==> src/include/tro_pkg.sv <==
// Package for the readout opcode interpreter: map, opcodes, field layouts, resets
package tro_pkg;
  // Register map (byte addresses) and response codes
  localparam logic [3:0] ADDR_CMD = 4'h0;
  localparam logic [3:0] ADDR_STATUS = 4'h4;
  localparam logic [1:0] RESP_OKAY = 2'b00;
  localparam logic [1:0] RESP_SLVERR = 2'b10;
  // Opcode bytes
  localparam logic [7:0] OP_SET_DEAD = 8'h28;
  localparam logic [7:0] OP_RD_DEAD = 8'h29;
  localparam logic [7:0] OP_HDR_ON = 8'h30;
  localparam logic [7:0] OP_HDR_OFF = 8'h31;
  localparam logic [7:0] OP_RD_HDR = 8'h32;
  localparam logic [7:0] OP_SET_LIMIT = 8'h33;
  localparam logic [7:0] OP_RD_LIMIT = 8'h34;
  localparam logic [7:0] OP_MARK_ON = 8'h35;
  localparam logic [7:0] OP_MARK_OFF = 8'h36;
  localparam logic [7:0] OP_BYP_ON = 8'h37;
  localparam logic [7:0] OP_BYP_OFF = 8'h38;
  localparam logic [7:0] OP_SET_ERREN = 8'h39;
  localparam logic [7:0] OP_RD_ERREN = 8'h3A;
  localparam logic [7:0] OP_SET_BUF = 8'h3B;
  localparam logic [7:0] OP_RD_BUF = 8'h3C;
  localparam logic [7:0] OP_CH_ON = 8'h40;
  localparam logic [7:0] OP_CH_OFF = 8'h41;
  localparam logic [7:0] OP_ALL_ON = 8'h42;
  localparam logic [7:0] OP_ALL_OFF = 8'h43;
  localparam logic [7:0] OP_WR_MASK = 8'h44;
  localparam logic [7:0] OP_RD_MASK = 8'h45;
  localparam logic [7:0] OP_WR_MASK32 = 8'h46;
  // Sizes
  localparam int NUM_CH = 128;
  localparam int NUM_TDC = 4;
  localparam logic [2:0] MASK_WORDS_M1 = 3'h7;
  localparam logic [2:0] MASK32_WORDS_M1 = 3'h1;
  localparam int ERR_TYPES = 11;
  // Reset values, highest capped limit code, error word flag
  localparam logic [1:0] DEAD_RST = 2'b00;
  localparam logic [3:0] LIMIT_RST = 4'b1001;
  localparam logic [3:0] LIMIT_MAX_CODE = 4'b1000;
  localparam logic [2:0] BUF_RST = 3'b111;
  localparam logic [ERR_TYPES-1:0] ERREN_RST = 11'h000;
  localparam logic [15:0] SIZE_EXCEEDED_FLAG = 16'h1000;
  // Dead time settings in ns and in cycles at 125 MHz (rounded up)
  localparam int CLK_MHZ = 125;
  localparam int DEAD_NS0 = 5;
  localparam int DEAD_NS1 = 10;
  localparam int DEAD_NS2 = 30;
  localparam int DEAD_NS3 = 100;
  localparam logic [3:0] DEAD_CYC0 = 4'((DEAD_NS0 * CLK_MHZ + 999) / 1000);
  localparam logic [3:0] DEAD_CYC1 = 4'((DEAD_NS1 * CLK_MHZ + 999) / 1000);
  localparam logic [3:0] DEAD_CYC2 = 4'((DEAD_NS2 * CLK_MHZ + 999) / 1000);
  localparam logic [3:0] DEAD_CYC3 = 4'((DEAD_NS3 * CLK_MHZ + 999) / 1000);

  // Interpreter states
  typedef enum logic [1:0] {TRO_IDLE, TRO_WPARAM, TRO_RPARAM} tro_state_t;

  // Configuration carried to the acquisition logic
  typedef struct packed {
    logic [1:0] dead_code;
    logic [3:0] dead_cycles;
    logic hdr_trl_en;
    logic [3:0] hit_limit;
    logic err_mark_en;
    logic bypass_en;
    logic [ERR_TYPES-1:0] err_type_en;
    logic [2:0] buf_size;
    logic [NUM_CH-1:0] chan_en;
  } tro_cfg_t;
endpackage : tro_pkg

==> src/hdl/tro_opcode_ctrl.sv <==
// Opcode interpreter behind one 16-bit command word, reached over AXI4-Lite
// Operation
// - Stall new commands until all parameters moved
// - Set dead time from two low bits
// - Read dead time setting back
// - Include or exclude header and trailer
// - Read header/trailer enable in bit zero
// - Set hit limit code, 1001 unlimited
// - Over limit: error word before trailer
// - Read hit limit code back
// - Error mark on global error on/off
// - Bypass on global error on/off
// - Set eleven error type enables
// - Read eleven error type enables
// - Set buffer depth code, default 111
// - Read buffer depth code back
// - Channel enables apply during running acquisition
// - Enable one channel by index
// - Disable one channel by index
// - Enable or disable all channels
// - Write eight mask words, bit per channel
// - Read eight mask words, same mapping
// - Write two mask words for one TDC
//
// Chosen here: the AXI4-Lite register port and the address map.
`timescale 1ns/1ns
module tro_opcode_ctrl
  import tro_pkg::*;
(
  input wire logic aclk, // System clock
  input wire logic aresetn, // Synchronous reset, active low
  input wire logic [3:0] s_axi_awaddr, // Write address
  input wire logic s_axi_awvalid, // Write address valid
  output logic s_axi_awready, // Write address ready
  input wire logic [31:0] s_axi_wdata, // Write data
  input wire logic [3:0] s_axi_wstrb, // Write byte enables
  input wire logic s_axi_wvalid, // Write data valid
  output logic s_axi_wready, // Write data ready
  output logic [1:0] s_axi_bresp, // Write response
  output logic s_axi_bvalid, // Write response valid
  input wire logic s_axi_bready, // Write response ready
  input wire logic [3:0] s_axi_araddr, // Read address
  input wire logic s_axi_arvalid, // Read address valid
  output logic s_axi_arready, // Read address ready
  output logic [31:0] s_axi_rdata, // Read data
  output logic [1:0] s_axi_rresp, // Read response
  output logic s_axi_rvalid, // Read data valid
  input wire logic s_axi_rready, // Read data ready
  input wire logic hit_in, // One hit of the current event
  input wire logic event_end, // Last cycle of the current event
  input wire logic [ERR_TYPES-1:0] tdc_err, // Internal error types
  output logic hit_accept, // Hit kept within the limit
  output logic err_word_valid, // Error word at event end
  output logic [15:0] err_word, // Error word flags
  output logic trailer_valid, // Trailer slot after the event
  output logic global_err, // Masked global error
  output logic err_mark, // Mark events with error
  output logic tdc_bypass, // Bypass on global error
  output tro_cfg_t cfg // Live configuration
);

  tro_state_t state;
  logic [15:0] opcode;
  logic [2:0] word_idx;
  logic [2:0] last_idx;
  logic aw_held;
  logic w_held;
  logic [3:0] aw_addr;
  logic [15:0] w_data;
  logic w_lane_ok;
  logic do_write;
  logic [7:0] cmd_op;
  logic [7:0] cur_op;
  logic [3:0] cur_tdc;
  logic [15:0] param_rd;
  logic rd_cmd;
  logic [8:0] hit_cnt;
  logic [8:0] hit_cap;
  logic over_limit;
  logic pend_trailer;
  logic [1:0] dead_code;
  logic [3:0] dead_cycles;
  logic hdr_trl_en, err_mark_en, bypass_en;
  logic [3:0] hit_limit;
  logic [ERR_TYPES-1:0] err_type_en;
  logic [2:0] buf_size;
  logic [NUM_CH-1:0] chan_en;

  // Settings leave as one packed word, in field order, so each field keeps one driver
  assign cfg = {dead_code, dead_cycles, hdr_trl_en, hit_limit, err_mark_en,
    bypass_en, err_type_en, buf_size, chan_en};

  // Write address and data are taken independently and held until answered
  assign s_axi_awready = !aw_held && !s_axi_bvalid;
  assign s_axi_wready = !w_held && !s_axi_bvalid;
  assign s_axi_arready = !s_axi_rvalid;
  assign do_write = aw_held && w_held && !s_axi_bvalid;
  assign cmd_op = w_data[15:8];
  assign cur_op = opcode[15:8];
  assign cur_tdc = opcode[3:0];

  always_ff @(posedge aclk) begin
    if (!aresetn) begin
      aw_held <= 1'b0;
      aw_addr <= 4'h0;
    end else if (s_axi_awvalid && s_axi_awready) begin
      aw_held <= 1'b1;
      aw_addr <= s_axi_awaddr;
    end else if (do_write) begin
      aw_held <= 1'b0;
    end
  end

  // Only a full low half-word counts as a command word
  always_ff @(posedge aclk) begin
    if (!aresetn) begin
      w_held <= 1'b0;
      w_data <= 16'h0000;
      w_lane_ok <= 1'b0;
    end else if (s_axi_wvalid && s_axi_wready) begin
      w_held <= 1'b1;
      w_data <= s_axi_wdata[15:0];
      w_lane_ok <= &s_axi_wstrb[1:0];
    end else if (do_write) begin
      w_held <= 1'b0;
    end
  end

  // Write response: refused words and unmapped addresses answer SLVERR
  always_ff @(posedge aclk) begin
    if (!aresetn) begin
      s_axi_bvalid <= 1'b0;
      s_axi_bresp <= RESP_OKAY;
    end else if (do_write) begin
      s_axi_bvalid <= 1'b1;
      if (aw_addr == ADDR_STATUS) begin
        s_axi_bresp <= RESP_OKAY;
      end else if (aw_addr == ADDR_CMD && w_lane_ok && state != TRO_RPARAM) begin
        s_axi_bresp <= RESP_OKAY;
      end else begin
        s_axi_bresp <= RESP_SLVERR;
      end
    end else if (s_axi_bready) begin
      s_axi_bvalid <= 1'b0;
    end
  end

  assign rd_cmd = s_axi_arvalid && s_axi_arready && s_axi_araddr == ADDR_CMD && state == TRO_RPARAM;

  // Parameter word offered to the host for the current read opcode
  always_comb begin
    param_rd = 16'h0000;
    unique case (cur_op)
      OP_RD_DEAD: param_rd = {14'h0000, dead_code};
      OP_RD_HDR: param_rd = {15'h0000, hdr_trl_en};
      OP_RD_LIMIT: param_rd = {12'h000, hit_limit};
      OP_RD_ERREN: param_rd = {5'h00, err_type_en};
      OP_RD_BUF: param_rd = {13'h0000, buf_size};
      OP_RD_MASK: param_rd = chan_en[{word_idx, 4'h0} +: 16];
      default: param_rd = 16'h0000;
    endcase
  end

  // Read channel: one cycle after the address is taken
  always_ff @(posedge aclk) begin
    if (!aresetn) begin
      s_axi_rvalid <= 1'b0;
      s_axi_rdata <= 32'h0000_0000;
      s_axi_rresp <= RESP_OKAY;
    end else if (s_axi_arvalid && s_axi_arready) begin
      s_axi_rvalid <= 1'b1;
      s_axi_rresp <= RESP_OKAY;
      if (s_axi_araddr == ADDR_CMD) begin
        s_axi_rdata <= rd_cmd ? {16'h0000, param_rd} : 32'h0000_0000;
      end else if (s_axi_araddr == ADDR_STATUS) begin
        s_axi_rdata <= {16'h0000, opcode[15:8], 3'b000, word_idx, state == TRO_RPARAM, state == TRO_WPARAM};
      end else begin
        s_axi_rdata <= 32'h0000_0000;
        s_axi_rresp <= RESP_SLVERR;
      end
    end else if (s_axi_rready) begin
      s_axi_rvalid <= 1'b0;
    end
  end

  // Command sequencer: parameter words are consumed before any new opcode
  always_ff @(posedge aclk) begin
    if (!aresetn) begin
      state <= TRO_IDLE;
      opcode <= 16'h0000;
      word_idx <= 3'h0;
      last_idx <= 3'h0;
    end else begin
      unique case (state)
        TRO_IDLE: begin
          if (do_write && aw_addr == ADDR_CMD && w_lane_ok) begin
            opcode <= w_data;
            word_idx <= 3'h0;
            unique case (cmd_op)
              OP_SET_DEAD, OP_SET_LIMIT, OP_SET_ERREN, OP_SET_BUF: begin
                state <= TRO_WPARAM;
                last_idx <= 3'h0;
              end
              OP_WR_MASK: begin
                state <= TRO_WPARAM;
                last_idx <= MASK_WORDS_M1;
              end
              OP_WR_MASK32: begin
                state <= TRO_WPARAM;
                last_idx <= MASK32_WORDS_M1;
              end
              OP_RD_DEAD, OP_RD_HDR, OP_RD_LIMIT, OP_RD_ERREN, OP_RD_BUF: begin
                state <= TRO_RPARAM;
                last_idx <= 3'h0;
              end
              OP_RD_MASK: begin
                state <= TRO_RPARAM;
                last_idx <= MASK_WORDS_M1;
              end
              default: state <= TRO_IDLE;
            endcase
          end
        end
        TRO_WPARAM: begin
          if (do_write && aw_addr == ADDR_CMD && w_lane_ok) begin
            word_idx <= word_idx + 3'h1;
            if (word_idx == last_idx) begin
              state <= TRO_IDLE;
            end
          end
        end
        TRO_RPARAM: begin
          if (rd_cmd) begin
            word_idx <= word_idx + 3'h1;
            if (word_idx == last_idx) begin
              state <= TRO_IDLE;
            end
          end
        end
        default: state <= TRO_IDLE;
      endcase
    end
  end

  // Scalar settings from parameterless opcodes and one-word parameters
  always_ff @(posedge aclk) begin
    if (!aresetn) begin
      dead_code <= DEAD_RST;
      hdr_trl_en <= 1'b0;
      hit_limit <= LIMIT_RST;
      err_mark_en <= 1'b1;
      bypass_en <= 1'b0;
      err_type_en <= ERREN_RST;
      buf_size <= BUF_RST;
    end else if (do_write && aw_addr == ADDR_CMD && w_lane_ok) begin
      if (state == TRO_IDLE) begin
        unique case (cmd_op)
          OP_HDR_ON: hdr_trl_en <= 1'b1;
          OP_HDR_OFF: hdr_trl_en <= 1'b0;
          OP_MARK_ON: err_mark_en <= 1'b1;
          OP_MARK_OFF: err_mark_en <= 1'b0;
          OP_BYP_ON: bypass_en <= 1'b1;
          OP_BYP_OFF: bypass_en <= 1'b0;
          default: hdr_trl_en <= hdr_trl_en;
        endcase
      end else if (state == TRO_WPARAM) begin
        unique case (cur_op)
          OP_SET_DEAD: dead_code <= w_data[1:0];
          OP_SET_LIMIT: hit_limit <= w_data[3:0];
          OP_SET_ERREN: err_type_en <= w_data[ERR_TYPES-1:0];
          OP_SET_BUF: buf_size <= w_data[2:0];
          default: buf_size <= buf_size;
        endcase
      end
    end
  end

  // Dead time in clock cycles for the hit spacing logic
  always_comb begin
    unique case (dead_code)
      2'b00: dead_cycles = DEAD_CYC0;
      2'b01: dead_cycles = DEAD_CYC1;
      2'b10: dead_cycles = DEAD_CYC2;
      2'b11: dead_cycles = DEAD_CYC3;
    endcase
  end

  // Channel enables: changed at any time, acquisition keeps running
  always_ff @(posedge aclk) begin
    if (!aresetn) begin
      chan_en <= {NUM_CH{1'b1}};
    end else if (do_write && aw_addr == ADDR_CMD && w_lane_ok) begin
      if (state == TRO_IDLE) begin
        unique case (cmd_op)
          OP_CH_ON: if (!w_data[7]) chan_en[w_data[6:0]] <= 1'b1;
          OP_CH_OFF: if (!w_data[7]) chan_en[w_data[6:0]] <= 1'b0;
          OP_ALL_ON: chan_en <= {NUM_CH{1'b1}};
          OP_ALL_OFF: chan_en <= {NUM_CH{1'b0}};
          default: chan_en <= chan_en;
        endcase
      end else if (state == TRO_WPARAM && cur_op == OP_WR_MASK) begin
        chan_en[{word_idx, 4'h0} +: 16] <= w_data;
      end else if (state == TRO_WPARAM && cur_op == OP_WR_MASK32 && cur_tdc < 4'(NUM_TDC)) begin
        chan_en[{cur_tdc[1:0], word_idx[0], 4'h0} +: 16] <= w_data;
      end
    end
  end

  // Hit cap from the limit code; codes above 1000 leave hits unlimited
  always_comb begin
    if (hit_limit == 4'h0) begin
      hit_cap = 9'h000;
    end else if (hit_limit <= LIMIT_MAX_CODE) begin
      hit_cap = 9'h001 << (hit_limit - 4'h1);
    end else begin
      hit_cap = 9'h1FF;
    end
  end

  assign over_limit = hit_limit <= LIMIT_MAX_CODE && hit_cnt >= hit_cap;
  assign hit_accept = hit_in && !over_limit;

  // Hit counting per event; a hit past the cap marks the event oversize
  logic size_err;
  always_ff @(posedge aclk) begin
    if (!aresetn) begin
      hit_cnt <= 9'h000;
      size_err <= 1'b0;
    end else if (event_end) begin
      hit_cnt <= 9'h000;
      size_err <= 1'b0;
    end else if (hit_in) begin
      if (over_limit) begin
        size_err <= 1'b1;
      end else begin
        hit_cnt <= hit_cnt + 9'h001;
      end
    end
  end

  // Error word closes the event, then the trailer follows when enabled
  always_ff @(posedge aclk) begin
    if (!aresetn) begin
      err_word_valid <= 1'b0;
      err_word <= 16'h0000;
      pend_trailer <= 1'b0;
      trailer_valid <= 1'b0;
    end else begin
      err_word_valid <= event_end && (size_err || (hit_in && over_limit));
      err_word <= SIZE_EXCEEDED_FLAG;
      pend_trailer <= event_end && hdr_trl_en;
      trailer_valid <= pend_trailer;
    end
  end

  // Global error from enabled types, with mark and bypass actions
  always_ff @(posedge aclk) begin
    if (!aresetn) begin
      global_err <= 1'b0;
      err_mark <= 1'b0;
      tdc_bypass <= 1'b0;
    end else begin
      global_err <= |(tdc_err & err_type_en);
      err_mark <= err_mark_en && |(tdc_err & err_type_en);
      tdc_bypass <= bypass_en && |(tdc_err & err_type_en);
    end
  end

endmodule : tro_opcode_ctrl

==> config.mk <==
export PLATFORM = sky130hd
export DESIGN_NAME = tro_opcode_ctrl
export DESIGN_NICKNAME = d
export VERILOG_FILES = /design/src/include/tro_pkg.sv /design/src/hdl/tro_opcode_ctrl.sv
export SDC_FILE = /design/constraint.sdc
export NUM_CORES = 1
export LEC_CHECK = 0
export ABC_AREA = 0
export BUFFER_PORTS_ARGS = -buffer_cell sky130_fd_sc_hd__buf_2
export CAP_MARGIN = 20
export CORE_MARGIN = 4
export CORE_UTILIZATION = 40
export CTS_CLUSTER_SIZE = 12
export DETAILED_ROUTE_END_ITERATION = 7
export REMOVE_ABC_BUFFERS = 1
export SETUP_SLACK_MARGIN = 0.1
export SKIP_CTS_REPAIR_TIMING = 1
export SLEW_MARGIN = 20
export SYNTH_ARGS = -nofsm -noshare
export SYNTH_HDL_FRONTEND = slang
export SYNTH_SLANG_ARGS = --single-unit
==> constraint.sdc <==
create_clock -name aclk -period 3 [get_ports aclk]
set_input_delay 0.3 -clock aclk [delete_from_list [all_inputs] [get_ports aclk]]
set_output_delay 0.3 -clock aclk [all_outputs]
set_load 0.02 [all_outputs]
==> summary by stage <==
Die
For this configuration, the core starts out at a cell density of just over 40%. roughly 280 I/O pins were placed. The row count is 71.

The die covers just over 40000 um^2. In this run the standard cell core region covers approximately 38000 um^2. In this run the vertical extent of the chip is between 200 and 250 um. The die is 204 um wide.

Placed design
The half-perimeter wire length after placement is around 45000 um. The post-placement worst setup slack is about 0.15 ns. The number of placed instances, taps included, is 2678. At the end of routability-driven placement, the weighted congestion stood at between 0.9 and 1. The number of I/O port buffers is 230.

The placed instances occupy a cell area of around 17000 um^2.

Worst setup path
The setup path with the least slack is of type flop to primary output. Measured in cells, the most critical reg-to-reg path has a length of 9. In this run the critical register-to-register path is captured at chan_en[33]$_SDFFE_PN1P_. The signal on the critical path passes through nor2_4 > nor2_4 > nor2_2 > or2_4 > ha_4 > nand4_1 > o21ai_1 > a21oi_2 > o211ai_1 > inv_1 > buf_6. The largest single stage delay on the critical path is between 0.3 and 0.4 ns. In this run the worst path has a maximum fanout of 3. On the critical path, the stage with the largest delay is an instance of sky130_fd_sc_hd__dfxtp_2. Across all register-to-register paths, the minimum setup slack is approximately 0.25 ns.

The most frequent cell on the critical path is sky130_fd_sc_hd__nor2_4. The count of buffering cells on the critical path with inverters included is 2. The kind of capture point of the worst setup path is a primary output. The top cell family by delay on the critical path is simple AND/OR/NAND/NOR gates. The endpoint required time on the critical path is roughly 2.7 ns. The reg-to-reg critical path startpoint is state[0]$_SDFFE_PN0P_. The endpoint arrival time on the critical path is roughly 2.6 ns. The critical path startpoint category is a flop.

Drt
The remaining antenna violation count after routing is 0. For this run, the detailed router's first-pass iteration total came to 7. The wire length per cell after detailed routing is approximately 24 um. The remaining routing DRC violations is 0. Dividing the detail-routed via count by the number of cells gives approximately 6.3. Summing over every cut layer, the via total after detailed routing is 17400. The final layout contains routed wiring with a total length of around 67000 um. The first routing iteration left 2549 violations.

STA
Clock skew on the completed layout was measured at about 0.011 ns. The post-route setup TNS is 0 ns. After layout, the minimum clock period comes to roughly 2.9 ns. The final hold violation count came to 5. For this run, the top clock speed supported by timing is 347 MHz. The final max-slew violation count is 0. Headroom to the max-slew limit came out at a little over a quarter. The worst-case setup margin in the final layout is around 0.12 ns. Setup repair after global routing could not meet its margin everywhere. The final worst hold slack is -0.0143 ns. The ratio of final minimum period to clock period is between 90% and 100%. Setup violations remaining at the end of the flow were counted as 0. At the pin with the least slew margin, the transition time is around 1.1 ns.

Global route
The initial antenna violation count is 2. The total overflow left after global routing is 0. The first global-routing pass estimated between 90000 and 100000 um of wire.

The number of global-route vias before repair is 16300. Entering global routing, the biggest net connects between 90 and 100 pins. Global routing used 30.4% of the available tracks.

Yosys
In the synthesized netlist the async set-or-reset flop fraction comes to 0%. The post-synthesis compound-gate area fraction is approximately a third. The synthesized-area fraction occupied by adder cells is 1.80%.

The largest family of logic cells by synthesized area is compound AO/OA/AOI/OAI gates. The synthesized area is around 15000 um^2. Synthesis produced a little over 2000 cells. The fraction of the yosys area taken by sequential cells is between 30% and 40%. The area share of xor/xnor cells in the synthesized design is less than 1%.

The multiplexer area fraction after synthesis is between 7 and 8%. Counting distinct cell types in the post-synthesis netlist gives 80. The number of register bits inferred by synthesis is 230. Summing the areas of all and, or, nand and nor instances in the mapped netlist gives about a fifth of the synthesized area. In the synthesized netlist the dominant register cell turns out to be sky130_fd_sc_hd__dfxtp_1. The average footprint of a synthesized cell is 7.51 um^2.

The number of warnings printed during yosys synthesis is 0. Yosys mapped a number of flops with a built-in enable equal to 0.

Clocking
The CTS tree is done. Buffers inserted during clock tree synthesis total 29. The maximum clock insertion buffer count is 3. For the worst-skew pair, the clock arrives at the later sink with an insertion delay of 0.56 ns. CTS built an H-tree with a depth of 1. The root cell of the clock tree is sky130_fd_sc_hd__clkbuf_16. The clock transition time at the flip-flop clock pins of the worst setup and hold paths is around 0.060 ns. Counting every sink on the clock net gives between 200 and 250.

Power and ir drop
The post-layout total power is around 8.1 mW. The power per cell area is approximately 440 nW/um^2. IR analysis of the VDD net gives a maximum drop of about 440 uV. For this design the static power due to leakage is around 7.3 nW.

Layout
The utilization of the core after routing is between 40% and 50%. Leaving out fill and tap cells, the most frequent cell in the layout is sky130_fd_sc_hd__o21ai_0. The net count of the finished layout is approximately 2300.

The number of non-filler instances in the completed layout is ~2700. After routing the design area is around 18000 um^2. In the final layout, the share of cells above drive strength 1 is a little over a fifth.

The total inserted antenna cells is 0. The library cells used most frequently in the layout, excluding fill and tap cells, are 309 x sky130_fd_sc_hd__o21ai_0, 229 x sky130_fd_sc_hd__buf_2, 224 x sky130_fd_sc_hd__dfxtp_1. Compared with the post-synthesis result, the final layout area differs by 20.0%.

Min path
The worst min-delay path endpoint is aw_addr[0]$_SDFFE_PN0P_. Along the worst hold path, the cell count comes to 3. In this run the most critical hold path is launched from s_axi_awaddr[0]. The path class of the tightest hold or removal check is input port to flop.

Status
The run finished, with violations left. The checks that failed: hold timing.

Flow run
Max-cap violations in this run came to 0.
[logic make-up (layout without fill, tap and decap cells)]
logic type      Yosys count  in the layout
simple gates            620            620
xor+xnor                  2              2
other cells               1             33
compound gates          799            799
mux                      75             75
fa+ha+maj                22             22
buf+inv                 290            451
flops                   230            230
[flip-flops by register name, indices dropped and copies added, names as in the netlist, 2 cells and up]
signal and count:
chan_en 128, s_axi_rdata 16, w_data 16, opcode 12, err_type_en 11, hit_cnt 9
aw_addr 4, hit_limit 4, buf_size 3, word_idx 3, dead_code 2, last_idx 2
state 2
[metal layers]
layer  up-vias  wire length [um]  global-route usage, %
met2      1161             29100                   47.0
met5         -                13                      0
met4         2              2830                   11.3
met1      8245             28100                   42.2
met3       205              7140                   6.25
li1       7782                 -                      -
[layout make-up]
type                       count  area (um^2)
clock buffer                  38          840
clock inverter                15          211
fill                        3722        19300
inverter                      59          224
multi-input combinational   1551         9760
sequential                   230         4610
tap                          511          639
timing repair buffer         339         2090
[report_power, final]
group / internal (mW) / switching (mW) / total, mW
Combinational: 0.330 / 0.626 / 0.956
Sequential: 3.16 / 0.135 / 3.30
Clock: 2.39 / 1.47 / 3.86
[how the worst max path moves through the flow]
stage | slack, ns | to | depth (start not counted) | from
2_1_floorplan | -2.90 | chan_en[15]$_SDFFE_PN1P_ | 8 | state[0]$_SDFFE_PN0P_
3_5_place_dp | 0.15 | hit_cnt[4]$_SDFFE_PP0P_ | 12 | hit_limit[3]$_SDFFE_PN1P_
3_3_place_gp | 0.18 | chan_en[20]$_SDFFE_PN1P_ | 8 | state[0]$_SDFFE_PN0P_
6_report | 0.12 | hit_accept | 11 | hit_limit[1]$_SDFFE_PN0P_
5_1_grt | -0.05 | hit_accept | 11 | hit_limit[1]$_SDFFE_PN0P_
4_1_cts | -0.31 | hit_accept | 11 | hit_limit[3]$_SDFFE_PN1P_
[Yosys cell counts, types with 21 or more instances]
library cell,instances,area [um^2]
sky130_fd_sc_hd__o21ai_0,312,1560
sky130_fd_sc_hd__nor2b_1,22,138
sky130_fd_sc_hd__o22a_1,51,447
sky130_fd_sc_hd__o211ai_1,51,383
sky130_fd_sc_hd__nor3_1,21,105
sky130_fd_sc_hd__nand2_1,221,830
sky130_fd_sc_hd__dfxtp_1,230,4600
sky130_fd_sc_hd__nor2_1,200,751
sky130_fd_sc_hd__ha_1,22,275
sky130_fd_sc_hd__a32oi_1,38,333
sky130_fd_sc_hd__clkbuf_1,159,597
sky130_fd_sc_hd__a221oi_1,31,272
sky130_fd_sc_hd__nand3_1,23,115
sky130_fd_sc_hd__inv_1,58,218
sky130_fd_sc_hd__a21oi_1,159,796
sky130_fd_sc_hd__buf_4,37,278
sky130_fd_sc_hd__mux2i_1,41,410
sky130_fd_sc_hd__mux4_2,32,721
[tightest hold or removal path: stages]
cell,delay (ns)
sky130_fd_sc_hd__buf_2,0.08
sky130_fd_sc_hd__mux2i_1,0.05
sky130_fd_sc_hd__nor2_1,0.07
Power figures use the tool's default switching activity.
